<file path="src/rtcx_params.svh">
`ifndef RTCX_PARAMS_SVH
`define RTCX_PARAMS_SVH

// Register indices; the byte address is four times the index.
`define RTCX_IDX_CAPTURE0 8'h00
`define RTCX_IDX_CAPTURE3 8'h03
`define RTCX_IDX_CTRL 8'h04
`define RTCX_IDX_OSC_CTRL 8'h05
`define RTCX_IDX_OSC_CFG 8'h06
`define RTCX_IDX_ALARM 8'h08
`define RTCX_IDX_INT_STATUS 8'h10
`define RTCX_IDX_INT_MASK 8'h11

// Clock control bits.
`define RTCX_CTRL_RUN_BIT 4
`define RTCX_CTRL_ALARM_EN_BIT 3
`define RTCX_CTRL_ALARM_BIT 2
`define RTCX_CTRL_LOAD_BIT 1
`define RTCX_CTRL_SNAP_BIT 0

// Oscillator control bits.
`define RTCX_XCN_GAIN_BIT 7
`define RTCX_XCN_MODE_BIT 6
`define RTCX_XCN_BIAS_BIT 5
`define RTCX_XCN_VALID_BIT 4
`define RTCX_XCN_RESET 8'h00

// Oscillator configuration fields.
`define RTCX_XCF_STEP_BIT 7
`define RTCX_XCF_READY_BIT 6
`define RTCX_XCF_CAP_MSB 3
`define RTCX_XCF_CAP_RESET 4'h0

// Interrupt status bits.
`define RTCX_INT_ALARM_BIT 0
`define RTCX_INT_LOAD_BIT 1
`define RTCX_INT_SNAP_BIT 2
`define RTCX_INT_W 3

// Timing: the slow clock period in ps and the system clock period in ps.
`define RTCX_SLOW_PERIOD_PS 30517578
`define RTCX_PCLK_PERIOD_PS 10000
`define RTCX_SLOW_DIV ((`RTCX_SLOW_PERIOD_PS + `RTCX_PCLK_PERIOD_PS - 1) / `RTCX_PCLK_PERIOD_PS)

`endif

</file>
<file path="src/rtcx_pkg.sv">
package rtcx_pkg;

    typedef logic [7:0] rtcx_byte_t;

    typedef enum logic [2:0] {
        RTCX_SEL_NONE,
        RTCX_SEL_CAPTURE,
        RTCX_SEL_CTRL,
        RTCX_SEL_OSC_CTRL,
        RTCX_SEL_OSC_CFG,
        RTCX_SEL_ALARM,
        RTCX_SEL_INT_STATUS,
        RTCX_SEL_INT_MASK
    } rtcx_sel_e;

endpackage

</file>
<file path="src/rtcx_tick_div.sv">
`timescale 1ns/1ps

// Produces a one-cycle enable pulse once every DIV clock cycles.
module rtcx_tick_div #(
    parameter int DIV = 3052
) (
    input wire logic pclk,
    input wire logic presetn,
    output logic tick
);
    logic [15:0] cnt_r;

    always_ff @(posedge pclk or negedge presetn) begin
        if (!presetn) begin
            cnt_r <= 16'h0000;
            tick <= 1'b0;
        end else if (cnt_r == 16'(DIV - 1)) begin
            cnt_r <= 16'h0000;
            tick <= 1'b1;
        end else begin
            cnt_r <= cnt_r + 16'h0001;
            tick <= 1'b0;
        end
    end
endmodule

</file>
<file path="src/rtcx_ctrl.sv">
// Operation
// - alarm bit reads flag, write sets auto-reset
// - writing 1 starts timer load, hardware clears
// - writing 1 starts snapshot, hardware clears
// - alarm flag lasts at most one slow cycle
// - oscillator control bit 7 enables gain control
// - bit 6 selects crystal or self-oscillate
// - bit 5 enables bias doubling
// - bit 4 reads oscillation amplitude valid
// - oscillator control bits 3:0 read zero
// - configuration bit 7 enables load-cap stepping
// - bit 6 reads one once cap reached
// - configuration bits 5:4 read zero
// - bits 3:0 hold load-cap target
// - load copies bytes to timer; snapshot reverse
//
// Decided for this implementation: the APB register port.
`timescale 1ns/1ps
`include "rtcx_params.svh"

module rtcx_ctrl #(
    parameter int SLOW_DIV = `RTCX_SLOW_DIV,
    parameter int TIMER_W = 32,
    parameter logic [3:0] LOAD_CAP_RESET = `RTCX_XCF_CAP_RESET
) (
    input wire logic pclk,
    input wire logic presetn,
    input wire logic psel,
    input wire logic penable,
    input wire logic pwrite,
    input wire logic [11:0] paddr,
    input wire logic [31:0] pwdata,
    input wire logic [3:0] pstrb,
    output logic [31:0] prdata,
    output logic pready,
    output logic pslverr,
    input wire logic osc_amp_ok,
    output logic osc_gain_ctrl_enable,
    output logic osc_mode_select,
    output logic osc_bias_double,
    output logic [3:0] load_cap_now,
    output logic alarm_event_flag,
    output logic irq
);
    logic slow_tick;
    logic [7:0] idx;
    rtcx_pkg::rtcx_sel_e sel;
    logic setup_ph;
    logic wr_en;
    logic rd_en;
    logic [31:0] rdata_nxt;

    logic [TIMER_W-1:0] timer_r;
    logic [TIMER_W-1:0] alarm_r;
    rtcx_pkg::rtcx_byte_t capture_r [4];
    logic run_r;
    logic alarm_en_r;
    logic auto_reset_r;
    logic load_req_r;
    logic snap_req_r;
    logic [3:0] load_cap_value_r;
    logic load_cap_autostep_r;
    logic osc_valid_r;
    logic [`RTCX_INT_W-1:0] int_status_r;
    logic [`RTCX_INT_W-1:0] int_mask_r;
    logic [`RTCX_INT_W-1:0] int_set;
    logic alarm_hit;

    rtcx_tick_div #(
        .DIV(SLOW_DIV)
    ) u_div (
        .pclk(pclk),
        .presetn(presetn),
        .tick(slow_tick)
    );

    // Word-aligned decode; the low two address bits are ignored.
    assign idx = paddr[9:2];
    assign setup_ph = psel && !penable;
    assign wr_en = psel && penable && pready && pwrite && !pslverr;
    assign rd_en = psel && penable && pready && !pwrite && !pslverr;

    always_comb begin
        sel = rtcx_pkg::RTCX_SEL_NONE;
        if (paddr[11:10] == 2'b00) begin
            if (idx <= `RTCX_IDX_CAPTURE3) begin
                sel = rtcx_pkg::RTCX_SEL_CAPTURE;
            end else if (idx == `RTCX_IDX_CTRL) begin
                sel = rtcx_pkg::RTCX_SEL_CTRL;
            end else if (idx == `RTCX_IDX_OSC_CTRL) begin
                sel = rtcx_pkg::RTCX_SEL_OSC_CTRL;
            end else if (idx == `RTCX_IDX_OSC_CFG) begin
                sel = rtcx_pkg::RTCX_SEL_OSC_CFG;
            end else if (idx == `RTCX_IDX_ALARM) begin
                sel = rtcx_pkg::RTCX_SEL_ALARM;
            end else if (idx == `RTCX_IDX_INT_STATUS) begin
                sel = rtcx_pkg::RTCX_SEL_INT_STATUS;
            end else if (idx == `RTCX_IDX_INT_MASK) begin
                sel = rtcx_pkg::RTCX_SEL_INT_MASK;
            end
        end
    end

    always_comb begin
        rdata_nxt = 32'h0000_0000;
        unique case (sel)
            rtcx_pkg::RTCX_SEL_NONE: begin
                rdata_nxt = 32'h0000_0000;
            end
            rtcx_pkg::RTCX_SEL_CAPTURE: begin
                rdata_nxt[7:0] = capture_r[idx[1:0]];
            end
            rtcx_pkg::RTCX_SEL_CTRL: begin
                rdata_nxt[`RTCX_CTRL_RUN_BIT] = run_r;
                rdata_nxt[`RTCX_CTRL_ALARM_EN_BIT] = alarm_en_r;
                rdata_nxt[`RTCX_CTRL_ALARM_BIT] = alarm_event_flag;
                rdata_nxt[`RTCX_CTRL_LOAD_BIT] = load_req_r;
                rdata_nxt[`RTCX_CTRL_SNAP_BIT] = snap_req_r;
            end
            rtcx_pkg::RTCX_SEL_OSC_CTRL: begin
                rdata_nxt[`RTCX_XCN_GAIN_BIT] = osc_gain_ctrl_enable;
                rdata_nxt[`RTCX_XCN_MODE_BIT] = osc_mode_select;
                rdata_nxt[`RTCX_XCN_BIAS_BIT] = osc_bias_double;
                rdata_nxt[`RTCX_XCN_VALID_BIT] = osc_valid_r;
                rdata_nxt[3:0] = 4'h0;
            end
            rtcx_pkg::RTCX_SEL_OSC_CFG: begin
                rdata_nxt[`RTCX_XCF_STEP_BIT] = load_cap_autostep_r;
                rdata_nxt[`RTCX_XCF_READY_BIT] = (load_cap_now == load_cap_value_r);
                rdata_nxt[5:4] = 2'b00;
                rdata_nxt[`RTCX_XCF_CAP_MSB:0] = load_cap_value_r;
            end
            rtcx_pkg::RTCX_SEL_ALARM: begin
                rdata_nxt[TIMER_W-1:0] = alarm_r;
            end
            rtcx_pkg::RTCX_SEL_INT_STATUS: begin
                rdata_nxt[`RTCX_INT_W-1:0] = int_status_r;
            end
            rtcx_pkg::RTCX_SEL_INT_MASK: begin
                rdata_nxt[`RTCX_INT_W-1:0] = int_mask_r;
            end
        endcase
    end

    // No wait state: the answer is prepared in the setup cycle.
    always_ff @(posedge pclk or negedge presetn) begin
        if (!presetn) begin
            pready <= 1'b0;
            pslverr <= 1'b0;
            prdata <= 32'h0000_0000;
        end else begin
            pready <= setup_ph;
            pslverr <= setup_ph && (sel == rtcx_pkg::RTCX_SEL_NONE);
            prdata <= (setup_ph && !pwrite) ? rdata_nxt : 32'h0000_0000;
        end
    end

    // Clock control bits written by software.
    always_ff @(posedge pclk or negedge presetn) begin
        if (!presetn) begin
            run_r <= 1'b0;
            alarm_en_r <= 1'b0;
            auto_reset_r <= 1'b0;
        end else if (wr_en && sel == rtcx_pkg::RTCX_SEL_CTRL && pstrb[0]) begin
            run_r <= pwdata[`RTCX_CTRL_RUN_BIT];
            alarm_en_r <= pwdata[`RTCX_CTRL_ALARM_EN_BIT];
            auto_reset_r <= pwdata[`RTCX_CTRL_ALARM_BIT];
        end
    end

    // Requests wait for the next slow tick; a written 0 never cancels one.
    always_ff @(posedge pclk or negedge presetn) begin
        if (!presetn) begin
            load_req_r <= 1'b0;
            snap_req_r <= 1'b0;
        end else begin
            if (wr_en && sel == rtcx_pkg::RTCX_SEL_CTRL && pstrb[0] && pwdata[`RTCX_CTRL_LOAD_BIT]) begin
                load_req_r <= 1'b1;
            end else if (slow_tick) begin
                load_req_r <= 1'b0;
            end
            if (wr_en && sel == rtcx_pkg::RTCX_SEL_CTRL && pstrb[0] && pwdata[`RTCX_CTRL_SNAP_BIT]) begin
                snap_req_r <= 1'b1;
            end else if (slow_tick) begin
                snap_req_r <= 1'b0;
            end
        end
    end

    assign alarm_hit = slow_tick && alarm_en_r && run_r && (timer_r == alarm_r);

    // Timer: a pending load wins over counting and over the alarm reset.
    always_ff @(posedge pclk or negedge presetn) begin
        if (!presetn) begin
            timer_r <= '0;
        end else if (slow_tick && load_req_r) begin
            timer_r <= TIMER_W'({capture_r[3], capture_r[2], capture_r[1], capture_r[0]});
        end else if (alarm_hit && auto_reset_r) begin
            timer_r <= '0;
        end else if (slow_tick && run_r) begin
            timer_r <= timer_r + TIMER_W'(1);
        end
    end

    // Capture bytes; a snapshot overrides a software write in the same cycle.
    always_ff @(posedge pclk or negedge presetn) begin
        if (!presetn) begin
            capture_r <= '{default: 8'h00};
        end else if (slow_tick && snap_req_r) begin
            for (int i = 0; i < 4; i++) begin
                capture_r[i] <= 8'(32'(timer_r) >> (8 * i));
            end
        end else if (wr_en && sel == rtcx_pkg::RTCX_SEL_CAPTURE && pstrb[0]) begin
            capture_r[idx[1:0]] <= pwdata[7:0];
        end
    end

    always_ff @(posedge pclk or negedge presetn) begin
        if (!presetn) begin
            alarm_r <= '0;
        end else if (wr_en && sel == rtcx_pkg::RTCX_SEL_ALARM) begin
            for (int b = 0; b < 4; b++) begin
                if (pstrb[b] && (8 * b) < TIMER_W) begin
                    alarm_r[8*b +: 8] <= pwdata[8*b +: 8];
                end
            end
        end
    end

    // The flag rises on a match and falls at the next slow tick.
    always_ff @(posedge pclk or negedge presetn) begin
        if (!presetn) begin
            alarm_event_flag <= 1'b0;
        end else if (slow_tick) begin
            alarm_event_flag <= alarm_hit;
        end
    end

    // Oscillator control register.
    always_ff @(posedge pclk or negedge presetn) begin
        if (!presetn) begin
            osc_gain_ctrl_enable <= 1'b0;
            osc_mode_select <= 1'b0;
            osc_bias_double <= 1'b0;
        end else if (wr_en && sel == rtcx_pkg::RTCX_SEL_OSC_CTRL && pstrb[0]) begin
            osc_gain_ctrl_enable <= pwdata[`RTCX_XCN_GAIN_BIT];
            osc_mode_select <= pwdata[`RTCX_XCN_MODE_BIT];
            osc_bias_double <= pwdata[`RTCX_XCN_BIAS_BIT];
        end
    end

    always_ff @(posedge pclk or negedge presetn) begin
        if (!presetn) begin
            osc_valid_r <= 1'b0;
        end else begin
            osc_valid_r <= osc_amp_ok;
        end
    end

    // Oscillator configuration register.
    always_ff @(posedge pclk or negedge presetn) begin
        if (!presetn) begin
            load_cap_autostep_r <= 1'b0;
            load_cap_value_r <= LOAD_CAP_RESET;
        end else if (wr_en && sel == rtcx_pkg::RTCX_SEL_OSC_CFG && pstrb[0]) begin
            load_cap_autostep_r <= pwdata[`RTCX_XCF_STEP_BIT];
            load_cap_value_r <= pwdata[`RTCX_XCF_CAP_MSB:0];
        end
    end

    // With stepping on, the applied value moves one code per slow tick.
    always_ff @(posedge pclk or negedge presetn) begin
        if (!presetn) begin
            load_cap_now <= LOAD_CAP_RESET;
        end else if (!load_cap_autostep_r) begin
            load_cap_now <= load_cap_value_r;
        end else if (slow_tick && load_cap_now != load_cap_value_r) begin
            load_cap_now <= (load_cap_now < load_cap_value_r) ? load_cap_now + 4'h1 : load_cap_now - 4'h1;
        end
    end

    // Interrupt events; a new event wins over the read that clears.
    always_comb begin
        int_set = '0;
        int_set[`RTCX_INT_ALARM_BIT] = alarm_hit;
        int_set[`RTCX_INT_LOAD_BIT] = slow_tick && load_req_r;
        int_set[`RTCX_INT_SNAP_BIT] = slow_tick && snap_req_r;
    end

    always_ff @(posedge pclk or negedge presetn) begin
        if (!presetn) begin
            int_status_r <= '0;
        end else if (rd_en && sel == rtcx_pkg::RTCX_SEL_INT_STATUS) begin
            int_status_r <= int_set;
        end else begin
            int_status_r <= int_status_r | int_set;
        end
    end

    always_ff @(posedge pclk or negedge presetn) begin
        if (!presetn) begin
            int_mask_r <= '0;
        end else if (wr_en && sel == rtcx_pkg::RTCX_SEL_INT_MASK && pstrb[0]) begin
            int_mask_r <= pwdata[`RTCX_INT_W-1:0];
        end
    end

    always_ff @(posedge pclk or negedge presetn) begin
        if (!presetn) begin
            irq <= 1'b0;
        end else begin
            irq <= |(int_status_r & int_mask_r);
        end
    end
endmodule

</file>
<file path="config.mk">
export PLATFORM = sky130hd
export DESIGN_NAME = rtcx_ctrl
export DESIGN_NICKNAME = d
export VERILOG_FILES = /design/src/rtcx_pkg.sv /design/src/rtcx_tick_div.sv /design/src/rtcx_ctrl.sv
export VERILOG_INCLUDE_DIRS = /design/src /design/src/src
export SDC_FILE = /design/constraint.sdc
export NUM_CORES = 1
export LEC_CHECK = 0
export BUFFER_PORTS_ARGS = -buffer_cell sky130_fd_sc_hd__buf_4
export CORE_MARGIN = 4
export CORE_UTILIZATION = 50
export CTS_CLUSTER_SIZE = 28
export DETAILED_ROUTE_END_ITERATION = 6
export MAX_ROUTING_LAYER = met4
export PLACE_DENSITY_LB_ADDON = 0.12
export SYNTH_ARGS = -nofsm -noshare
export SYNTH_HDL_FRONTEND = slang
export SYNTH_HIERARCHICAL = 1
export SYNTH_SLANG_ARGS = --single-unit
</file>
<file path="constraint.sdc">
create_clock -name pclk -period 7.2 [get_ports pclk]
set_clock_uncertainty 0.2 [all_clocks]
set_input_delay 1.44 -clock pclk [delete_from_list [all_inputs] [get_ports pclk]]
set_output_delay 1.44 -clock pclk [all_outputs]
set_load 0.02 [all_outputs]
</file>
== Word level (Yosys, flattened, before mapping) ==
Cells that the tools add are included.

* Register bits after elaboration: 173
* Bits of input ports: 54
* Output and inout bits: 43
* Word-level logic and storage cells: 139

* Add/sub/neg operators: 4
* Magnitude comparators: 4
* Eq/ne operators: 18
* Muxes and demuxes: 33
* Bitwise logic cells: 3
* Reductions and logical operators: 47

{| class="wikitable"
|+ Operators by type and width
! cell !! number
|-
| 2-to-1 mux 32 bit || 6
|-
| adder 32 x 1 -> 32 bit (second input constant) || 1
|-
| bitwise mux 32 bit || 1
|-
| == test 32 bit || 1
|-
| logical AND 1 bit || 32
|-
| 2-to-1 mux 3 bit || 9
|-
| == test 8 x 3 -> 1 bit (second input constant) || 3
|-
| 2-to-1 mux 24 bit || 1
|-
| 2-to-1 mux 8 bit || 3
|-
| case mux 3 bit (7 select lines) || 1
|-
| adder 16 x 1 -> 16 bit (second input constant) || 1
|-
| binary-select mux 8 bit (select 2 bit) || 1
|-
| demux 8 bit (select 2 bit) || 1
|-
| == test 16 x 12 -> 1 bit (second input constant) || 1
|-
| == test 8 x 5 -> 1 bit (second input constant) || 2
|-
| 2-to-1 mux 16 bit || 1
|-
| == test 3 bit (second input constant) || 4
|-
| 2-to-1 mux 4 bit || 3
|-
| case mux 3 bit (4 select lines) || 1
|-
| case mux 2 bit (5 select lines) || 1
|-
| == test 8 x 4 -> 1 bit (second input constant) || 1
|-
| <= comparator 8 x 2 -> 1 bit (second input constant) || 1
|-
| AND reduction 2 bit || 4
|-
| == test 3 x 2 -> 1 bit (second input constant) || 2
|-
| 20 further kinds || 27
|}

== Depth between registers and ports, before layout ==
Gate-level depths: netlist of the first run.

* Depth in word-level cells: 14
* Mapped depth: 13
* Mapped depth without buffers: 13

== Cells and area by module ==
The synthesis of the first run kept the hierarchy.

{| class="wikitable"
|+ By module, submodules not included
! module !! instances !! cells each !! area each (um^2) !! sequential area each (um^2)
|-
| rtcx_ctrl || 1 || 771 || 8,089.0 || 3,903.7
|-
| rtcx_tick_div || 1 || 74 || 802.0 || 425.4
|}

== Worst setup path before layout of the first run ==
Ideal clock, no wire load.

* Path kind: input port to flip-flop
* From: input paddr[9]
* To: register alarm_en_r
* Setup time: 0.125 ns
* Arrival time: 3.119 ns
* Required time: 6.875 ns
* Path slack: 3.757 ns
* Cell stages on the path: 7
* Path buffers: 1
* Cells stage by stage: nor3_4 -> nand2_4 -> or4_4 -> nor2_4 -> and2_0 -> buf_2 -> mux2_2

* Cells in the longest elaborated chain, start to end: 12
* Elaborated cells on any way between the ends: 18
* Those cells by class: order compare (1); eq/ne (7); mux (8); reduce/logical (2)

{| class="wikitable"
|+ Ends and longest elaborated chain
! element !! RTL line !! RTL
|-
| from (decl) || rtcx_ctrl.sv:31 || <nowiki>input wire logic [11:0] paddr,</nowiki>
|-
| == test 8 x 5 -> 1 bit (no line) || - ||
|-
| 2-to-1 mux 3 bit || rtcx_ctrl.sv:98 || <nowiki>end else if (idx == `RTCX_IDX_INT_MASK) begin</nowiki>
|-
| 2-to-1 mux 3 bit || rtcx_ctrl.sv:96 || <nowiki>end else if (idx == `RTCX_IDX_INT_STATUS) begin</nowiki>
|-
| 2-to-1 mux 3 bit || rtcx_ctrl.sv:94 || <nowiki>end else if (idx == `RTCX_IDX_ALARM) begin</nowiki>
|-
| 2-to-1 mux 3 bit || rtcx_ctrl.sv:92 || <nowiki>end else if (idx == `RTCX_IDX_OSC_CFG) begin</nowiki>
|-
| 2-to-1 mux 3 bit || rtcx_ctrl.sv:90 || <nowiki>end else if (idx == `RTCX_IDX_OSC_CTRL) begin</nowiki>
|-
| 2-to-1 mux 3 bit || rtcx_ctrl.sv:88 || <nowiki>end else if (idx == `RTCX_IDX_CTRL) begin</nowiki>
|-
| 2-to-1 mux 3 bit * || rtcx_ctrl.sv:86 || <nowiki>if (idx <= `RTCX_IDX_CAPTURE3) begin</nowiki>
|-
| 2-to-1 mux 3 bit * || rtcx_ctrl.sv:85 || <nowiki>if (paddr[11:10] == 2'b00) begin</nowiki>
|-
| == test 3 x 2 -> 1 bit * || rtcx_ctrl.sv:164 || <nowiki>end else if (wr_en && sel == rtcx_pkg::RTCX_SEL_CTRL && pstrb[0]) begin</nowiki>
|-
| logical AND 1 bit * (2 in series) || rtcx_ctrl.sv:164 ||
|-
| to (signal assigned) || rtcx_ctrl.sv:166 || <nowiki>alarm_en_r <= pwdata[`RTCX_CTRL_ALARM_EN_BIT];</nowiki>
|-
| to (decl) || rtcx_ctrl.sv:57 || <nowiki>logic alarm_en_r;</nowiki>
|}

Every way passes the cells marked *; elsewhere a longest branch is shown, timed or not.
A chain may end at the register's enable or synchronous reset.

== Worst setup path after layout of the first run ==
* From: input paddr[9]
* To: register load_cap_autostep_r

* Cells in the longest elaborated chain, start to end: 12
* Elaborated cells on any way between the ends: 18
* Those cells by class: order compare (1); eq/ne (7); mux (8); reduce/logical (2)

{| class="wikitable"
|+ Ends and longest elaborated chain
! element !! RTL line !! RTL
|-
| == test 8 x 5 -> 1 bit (no line) || - ||
|-
| 2-to-1 mux 3 bit || rtcx_ctrl.sv:98 ||
|-
| 2-to-1 mux 3 bit || rtcx_ctrl.sv:96 ||
|-
| 2-to-1 mux 3 bit || rtcx_ctrl.sv:94 ||
|-
| 2-to-1 mux 3 bit || rtcx_ctrl.sv:92 ||
|-
| 2-to-1 mux 3 bit || rtcx_ctrl.sv:90 ||
|-
| 2-to-1 mux 3 bit || rtcx_ctrl.sv:88 ||
|-
| 2-to-1 mux 3 bit * || rtcx_ctrl.sv:86 ||
|-
| 2-to-1 mux 3 bit * || rtcx_ctrl.sv:85 ||
|-
| == test 3 bit * || rtcx_ctrl.sv:265 || <nowiki>end else if (wr_en && sel == rtcx_pkg::RTCX_SEL_OSC_CFG && pstrb[0]) begin</nowiki>
|-
| logical AND 1 bit * (2 in series) || rtcx_ctrl.sv:265 ||
|-
| to (signal assigned) || rtcx_ctrl.sv:266 || <nowiki>load_cap_autostep_r <= pwdata[`RTCX_XCF_STEP_BIT];</nowiki>
|-
| to (decl) || rtcx_ctrl.sv:62 || <nowiki>logic load_cap_autostep_r;</nowiki>
|}

Marks and branches as above.

==> flow_metrics.env, run 1 <==
export IMPL_status="complete, no violations"
export IMPL_slew_viol_final=0
export IMPL_layoutNonFillerInstCount=1154
export IMPL_nFillCells=1463
export IMPL_postCtsSetupBuffers=0
export IMPL_grt_pass1_vias=6821
export IMPL_dp_cells=1122
export IMPL_finalCritPeriodShare=0.5218
export IMPL_ios=97
export IMPL_drive_gt1_frac=0.2282
export IMPL_cap_violations=0
export IMPL_grt_remaining_overflow=0
export IMPL_start_util=0.5123
export IMPL_synth_main_ff_cell="dfrtp_1"
export IMPL_drc_errors=0
export IMPL_vias=6902
export IMPL_fin_setup_tns_ns=0
export IMPL_routedWlPerCell_um=21.48
export IMPL_worstMarginPinSlew_ns=1.036
export IMPL_cts_tree="done"
export IMPL_finalSetupViolCount=0
export IMPL_fmax_mhz=266.2
export IMPL_cts_max_path_buffers=2
export IMPL_synth_area_leader_cell="dfrtp_1"
export IMPL_rsz0062_at_grt="false"
export IMPL_regToRegSetupSlack_ns=3.61
export IMPL_hold_viol=0
export IMPL_avgSynthCellArea_um2=10.52
export IMPL_min_path_cells=1
export IMPL_cp_data_required_time_ns=7.32
export IMPL_vdd_drop_max_mv=0.1704
export IMPL_dp_final_hpwl_um=18080
export IMPL_num_rows=48
export IMPL_grt_first_pass_wirelength_um=39010
export IMPL_cts_resized=0
export IMPL_synth_distinct_cells=69
export IMPL_synth_top_area_share=0.4869
export IMPL_gp_congestion=0.9608
export IMPL_slowest_stage="nor4_1"
export IMPL_timing_rr_end="timer_r[4]"
export IMPL_p_per_area_nw_per_um2=191.2
export IMPL_synth_area_um2=8891
export IMPL_holdCritPathClass="reg -> reg"
export IMPL_coreArea_um2=17360
export IMPL_clk_latency_ns=0.44
export IMPL_p_total_mw=1.964
export IMPL_ctsHtreeMaxLevel=4
export IMPL_fp_dieW_um=141.4
export IMPL_synth_warning_count=6
export IMPL_num_antenna_cells=0
export IMPL_cts_sinks=173
export IMPL_synth_most_common_cell="dfrtp_1"
export IMPL_synthCells=845
export IMPL_cts_root_buf="clkbuf_16"
export IMPL_ys_ff_latch=173
export IMPL_die_h_um=141.4
export IMPL_cp_start_kind="primary input"
export IMPL_path_clk_slew_ns=0.07
export IMPL_fin_nets=979
export IMPL_critPathKind="in -> reg"
export IMPL_cts_buffers=17
export IMPL_synth_edf_count=0
export IMPL_period_needed_ns=3.757
export IMPL_arrival_ns=3.87
export IMPL_synth_area_leaders="dfrtp_1 49%, xnor2_1 5.9%, mux2_2 5.4%"
export IMPL_syn_nets=908
export IMPL_end_kind="flip-flop"
export IMPL_cpPeakStageDelay_ns=0.90
export IMPL_gr_usage_all_layers=0.2605
export IMPL_ys_seq_area_frac=0.4869
export IMPL_antenna_found_initial=0
export IMPL_fp_dieArea_um2=19980
export IMPL_synth_common_cells="173 x dfrtp_1, 79 x nor2_1, 77 x nand2_1"
export IMPL_syn_to_final_growth_pct=15.56
export IMPL_drt_total_wl_um=24790
export IMPL_hold_buffers=0
export IMPL_crit_fanout=10
export IMPL_min_from="u_div/cnt_r[15]"
export IMPL_p_leak_nw=4.589
export IMPL_initialDrtViolationCount=637
export IMPL_place_port_buffers=94
export IMPL_setup_slack_ns=3.443
export IMPL_dr_pass1_iters=5
export IMPL_r2r_start="u_div/tick"
export IMPL_grt_max_degree=66
export IMPL_place_ws_ns=3.011
export IMPL_relSlewSlack=0.3030
export IMPL_r2r_cells=6
export IMPL_cp_cell_sequence="buf_4 > nor3_4 > nand2_4 > nor4_1 > and2_1 > mux2_2"
export IMPL_synthArstFlopShare=1.000
export IMPL_drtAntennaViolNets=0
export IMPL_viasPerCell=5.981
export IMPL_holdPathEnd="u_div/cnt_r[15]"
-- sequential cells by signal (all words and copies together) (netlist names), 3 cells and up --
signal and cells:
timer_r 32, alarm_r 32, load_cap_now 4, capture_r 32
load_cap_value_r 4, u_div/cnt_r 16, int_status_r 3, prdata 32
int_mask_r 3
-- critical path: cells and delay by family --
family                 cells  cell delay (ns)
AND/OR/NAND/NOR            4             1.93
multiplexers               1             0.38
buffers and inverters      1             0.12
-- routing by layer --
layer	routed length (µm)	track usage	part of all wire
met3	1632	0.04213	0.066
met5	0	-	0
met2	11870	0.4021	0.48
met4	484	0.07700	0.020
met1	10800	0.3587	0.44
-- per-stage QoR --
step | util | instance area (µm²) | hold WS [ns]
after CTS | 0.5920 | 10270 | 0.2915
after global routing | 0.5920 | 10270 | 0.3033
final | 0.5920 | 10270 | 0.2910
after detailed placement | 0.5586 | 9696 | 0.2759
after global placement | 0.5586 | 9696 | 0.2654
after floorplan | - | 8891 | 0.2468
-- logic make-up (layout without fill, tap and decap cells) --
group / Yosys count / count (layout) / share of synthesized area
DFF: 173 / 173 / 0.4869
muxes: 85 / 85 / 0.1130
adders and majority gates: 9 / 9 / 0.01351
xor gates and xnor gates: 71 / 71 / 0.07078
AOI/OAI and AO/OA: 137 / 137 / 0.09457
buffers and inverters: 61 / 145 / 0.03152
and+or+nand+nor: 309 / 309 / 0.1897
-- worst max path at each step --
| stage | from | end | cells past startpoint |
|---|---|---|---|
| after floorplan | paddr[9] | alarm_en_r | 7 |
| after global placement | paddr[2] | capture_r[9] | 7 |
| after detailed placement | paddr[9] | load_cap_autostep_r | 6 |
| after CTS | paddr[9] | load_cap_autostep_r | 6 |
| after global routing | paddr[9] | load_cap_autostep_r | 6 |
| final | paddr[9] | load_cap_autostep_r | 6 |
-- final cells by class --
cell class / instances / area [µm²] / share of cell area
multi-input combinational: 611 / 4285 / 0.4171
tap: 225 / 281.5 / 0.02740
timing repair buffer: 99 / 747.0 / 0.07270
inverter: 14 / 52.55 / 0.005114
clock buffer: 18 / 439.2 / 0.04274
sequential: 173 / 4329 / 0.4213
clock inverter: 14 / 140.1 / 0.01364
-- cells in the final DEF (no fill, tap or decap), types with 4 or more instances in the layout --
| cell type | count |
|---|---|
| dfrtp_1 | 173 |
| buf_4 | 98 |
| nor2_1 | 79 |
| nand2_1 | 76 |
| xnor2_1 | 60 |
| a21oi_1 | 50 |
| mux2_2 | 43 |
| o21ai_0 | 35 |
| mux2i_1 | 34 |
| and3_1 | 32 |
| nand3_1 | 23 |
| clkbuf_16 | 17 |
| nand4_1 | 16 |
| inv_1 | 14 |
| nor3_1 | 12 |
| xor2_1 | 10 |
| a22o_1 | 9 |
| mux4_2 | 8 |
| ha_1 | 8 |
| nor2b_1 | 7 |
| a31oi_1 | 7 |
| o31ai_1 | 7 |
| nor4_1 | 6 |
| inv_6 | 6 |
| and2_1 | 5 |
| a22oi_1 | 5 |
| nand4_2 | 5 |
| nand2b_1 | 4 |
| or3_1 | 4 |
| nor2_2 | 4 |
| inv_8 | 4 |
-- report_power, final --
part | total, mW | internal [mW] | switching, mW
Clock | 0.907 | 0.472 | 0.436
Sequential | 0.973 | 0.972 | 0.000921
Combinational | 0.0838 | 0.0293 | 0.0545
Total | 1.96 | 1.47 | 0.491
No activity file was read; power rests on OpenSTA's default activity.
==> inputs of run 2 (changes only) <==
--- a/config.mk
+++ b/config.mk
@@ -6,6 +6,7 @@
 export SDC_FILE = /design/constraint.sdc
 export NUM_CORES = 1
 export LEC_CHECK = 0
+export ABC_AREA = 1
 export BUFFER_PORTS_ARGS = -buffer_cell sky130_fd_sc_hd__buf_4
 export CORE_MARGIN = 4
 export CORE_UTILIZATION = 50
==> constraint.sdc (replaced) <==
create_clock -name pclk -period 3.8 [get_ports pclk]
set_clock_uncertainty 0.2 [all_clocks]
set_input_delay 0.76 -clock pclk [delete_from_list [all_inputs] [get_ports pclk]]
set_output_delay 0.76 -clock pclk [all_outputs]
set_load 0.02 [all_outputs]
==> flow_metrics.env, run 2 <==
export IMPL_status="complete, no violations"
export IMPL_p_per_area_nw_per_um2=330.5
export IMPL_syn_to_final_growth_pct=15.55
export IMPL_gp_congestion=1.007
export IMPL_setup_slack_ns=0.8613
export IMPL_relSlewSlack=0.4489
export IMPL_synth_top_area_share=0.4264
export IMPL_num_rows=51
export IMPL_synth_distinct_cells=44
export IMPL_synth_area_um2=10150
export IMPL_critPathKind="reg -> reg"
export IMPL_grt_pass1_vias=8854
export IMPL_path_clk_slew_ns=0.07
export IMPL_drtAntennaViolNets=0
export IMPL_start_util=0.5149
export IMPL_fp_dieW_um=150.5
export IMPL_slew_viol_final=0
export IMPL_clk_latency_ns=0.43
export IMPL_ys_ff_latch=173
export IMPL_synthArstFlopShare=1.000
export IMPL_nFillCells=1848
export IMPL_routedWlPerCell_um=16.85
export IMPL_drc_errors=0
export IMPL_cts_resized=0
export IMPL_num_antenna_cells=0
export IMPL_avgSynthCellArea_um2=7.134
export IMPL_cap_violations=0
export IMPL_synth_main_ff_cell="dfrtp_1"
export IMPL_cts_root_buf="clkbuf_16"
export IMPL_arrival_ns=3.10
export IMPL_drt_total_wl_um=30000
export IMPL_cts_tree="done"
export IMPL_synth_edf_count=0
export IMPL_fmax_mhz=340.3
export IMPL_fp_dieArea_um2=22650
export IMPL_initialDrtViolationCount=845
export IMPL_coreArea_um2=19720
export IMPL_cts_buffers=17
export IMPL_fin_nets=1565
export IMPL_holdCritPathClass="in -> async"
export IMPL_place_port_buffers=94
export IMPL_drive_gt1_frac=0.1320
export IMPL_synth_most_common_cell="nand2_1"
export IMPL_cp_data_required_time_ns=3.96
export IMPL_worstMarginPinSlew_ns=0.8237
export IMPL_grt_max_degree=68
export IMPL_synth_common_cells="469 x nand2_1, 173 x dfrtp_1, 156 x inv_1"
export IMPL_viasPerCell=5.372
export IMPL_antenna_found_initial=0
export IMPL_dr_pass1_iters=5
export IMPL_finalSetupViolCount=0
export IMPL_dp_final_hpwl_um=22380
export IMPL_die_h_um=150.5
export IMPL_period_needed_ns=2.939
export IMPL_layout_commonest_cell="nand2_1"
export IMPL_ctsHtreeMaxLevel=4
export IMPL_hold_buffers=0
export IMPL_ys_seq_area_frac=0.4264
export IMPL_finalCritPeriodShare=0.7733
export IMPL_grt_remaining_overflow=0
export IMPL_rsz0062_at_grt="false"
export IMPL_place_ws_ns=0.6850
export IMPL_cts_max_path_buffers=2
export IMPL_synthCells=1423
export IMPL_ios=97
export IMPL_end_kind="flip-flop"
export IMPL_crit_fanout=7
export IMPL_synth_warning_count=6
export IMPL_hold_viol=0
export IMPL_grt_first_pass_wirelength_um=47870
export IMPL_synth_area_leaders="dfrtp_1 43%, nand2_1 17%, nand3_1 6.5%"
export IMPL_cp_start_kind="flip-flop"
export IMPL_synth_area_leader_cell="dfrtp_1"
export IMPL_fin_setup_tns_ns=0
export IMPL_p_leak_nw=5.942
export IMPL_cts_sinks=173
export IMPL_postLayoutCoreUtil=0.5950
export IMPL_gr_usage_all_layers=0.2800
export IMPL_vdd_drop_max_mv=0.2890
export IMPL_mostFrequentLayoutCells="467 x nand2_1, 173 x dfrtp_1, 156 x inv_1, 139 x nor2_1, 131 x nand3_1"
export IMPL_syn_nets=1486
export IMPL_vias=9562
export IMPL_postCtsSetupBuffers=0
-- run 2: per-layer routing --
layer	wire [µm]	track usage	vias up	part of all wire
li1	-	-	4713	-
met1	13900	0.4137	4406	0.46
met2	12990	0.4070	379	0.43
met3	2262	0.03101	64	0.075
met4	849	0.08600	0	0.028
met5	0	-	-	0
-- run 2: where the power goes --
part | switching [mW] | internal, mW
Combinational | 0.113 | 0.0606
Sequential | 0.00230 | 1.84
Clock | 0.785 | 1.07
-- run 2: worst paths after layout --
| check | startpoint | end | slack (ns) | cells past startpoint |
|---|---|---|---|---|
| setup / recovery | timer_r[0] | timer_r[30] | 0.86 | 13 |
| hold / removal | presetn | prdata[3] | 0.13 | 1 |
| setup reg to reg | timer_r[0] | timer_r[30] | 0.86 | 13 |
| hold reg to reg | load_cap_value_r[3] | load_cap_value_r[3] | 0.29 | 2 |
| max in group asynchronous | presetn | prdata[26] | 2.46 | 2 |
| min in group pclk | osc_amp_ok | osc_valid_r | 0.24 | 1 |
-- run 2: final cells by class --
class / count / area, µm² / area share
clock buffers: 19 / 442.9 / 0.03776
clock inverters: 13 / 178.9 / 0.01525
inverters: 167 / 629.4 / 0.05365
multi-input cells: 1031 / 4962 / 0.4230
flip-flops and latches: 173 / 4329 / 0.3690
well taps: 265 / 331.6 / 0.02826
repair buffers: 112 / 857.1 / 0.07306
-- run 2: logic make-up after synthesis --
family          count (synthesis)  share of synthesized area
compound gates                129                    0.07123
xor+xnor                       30                    0.02588
fa+ha+maj                       9                    0.01183
buf+inv                       219                    0.08578
flops                         173                     0.4264
simple gates                  863                     0.3789
-- run 2: metrics by stage --
step | cell area [µm²] | hold WS, ns | std cells | power, mW
2_1_floorplan | 10150 | 0.2530 | 1423 | 1.934
4_1_cts | 11730 | 0.1603 | 1780 | 3.905
5_1_grt | 11730 | 0.1751 | 1780 | 4.001
3_3_place_gp | 11110 | 0.2668 | 1748 | 2.054
3_5_place_dp | 11110 | 0.2744 | 1748 | 2.055
6_report | 11730 | 0.1330 | 1780 | 3.877
-- run 2: worst max-delay path: stages (launching register included) --
cell     delay, ns
dfrtp_1       0.51
ha_1          0.38
nand3_1       0.26
nor2_1        0.23
inv_1         0.10
nor2_1        0.27
inv_1         0.13
nor2_1        0.30
nand3_1       0.13
nand2_1       0.09
nand3_1       0.07
nand2_1       0.09
nand2_1       0.05
nand2_1       0.06
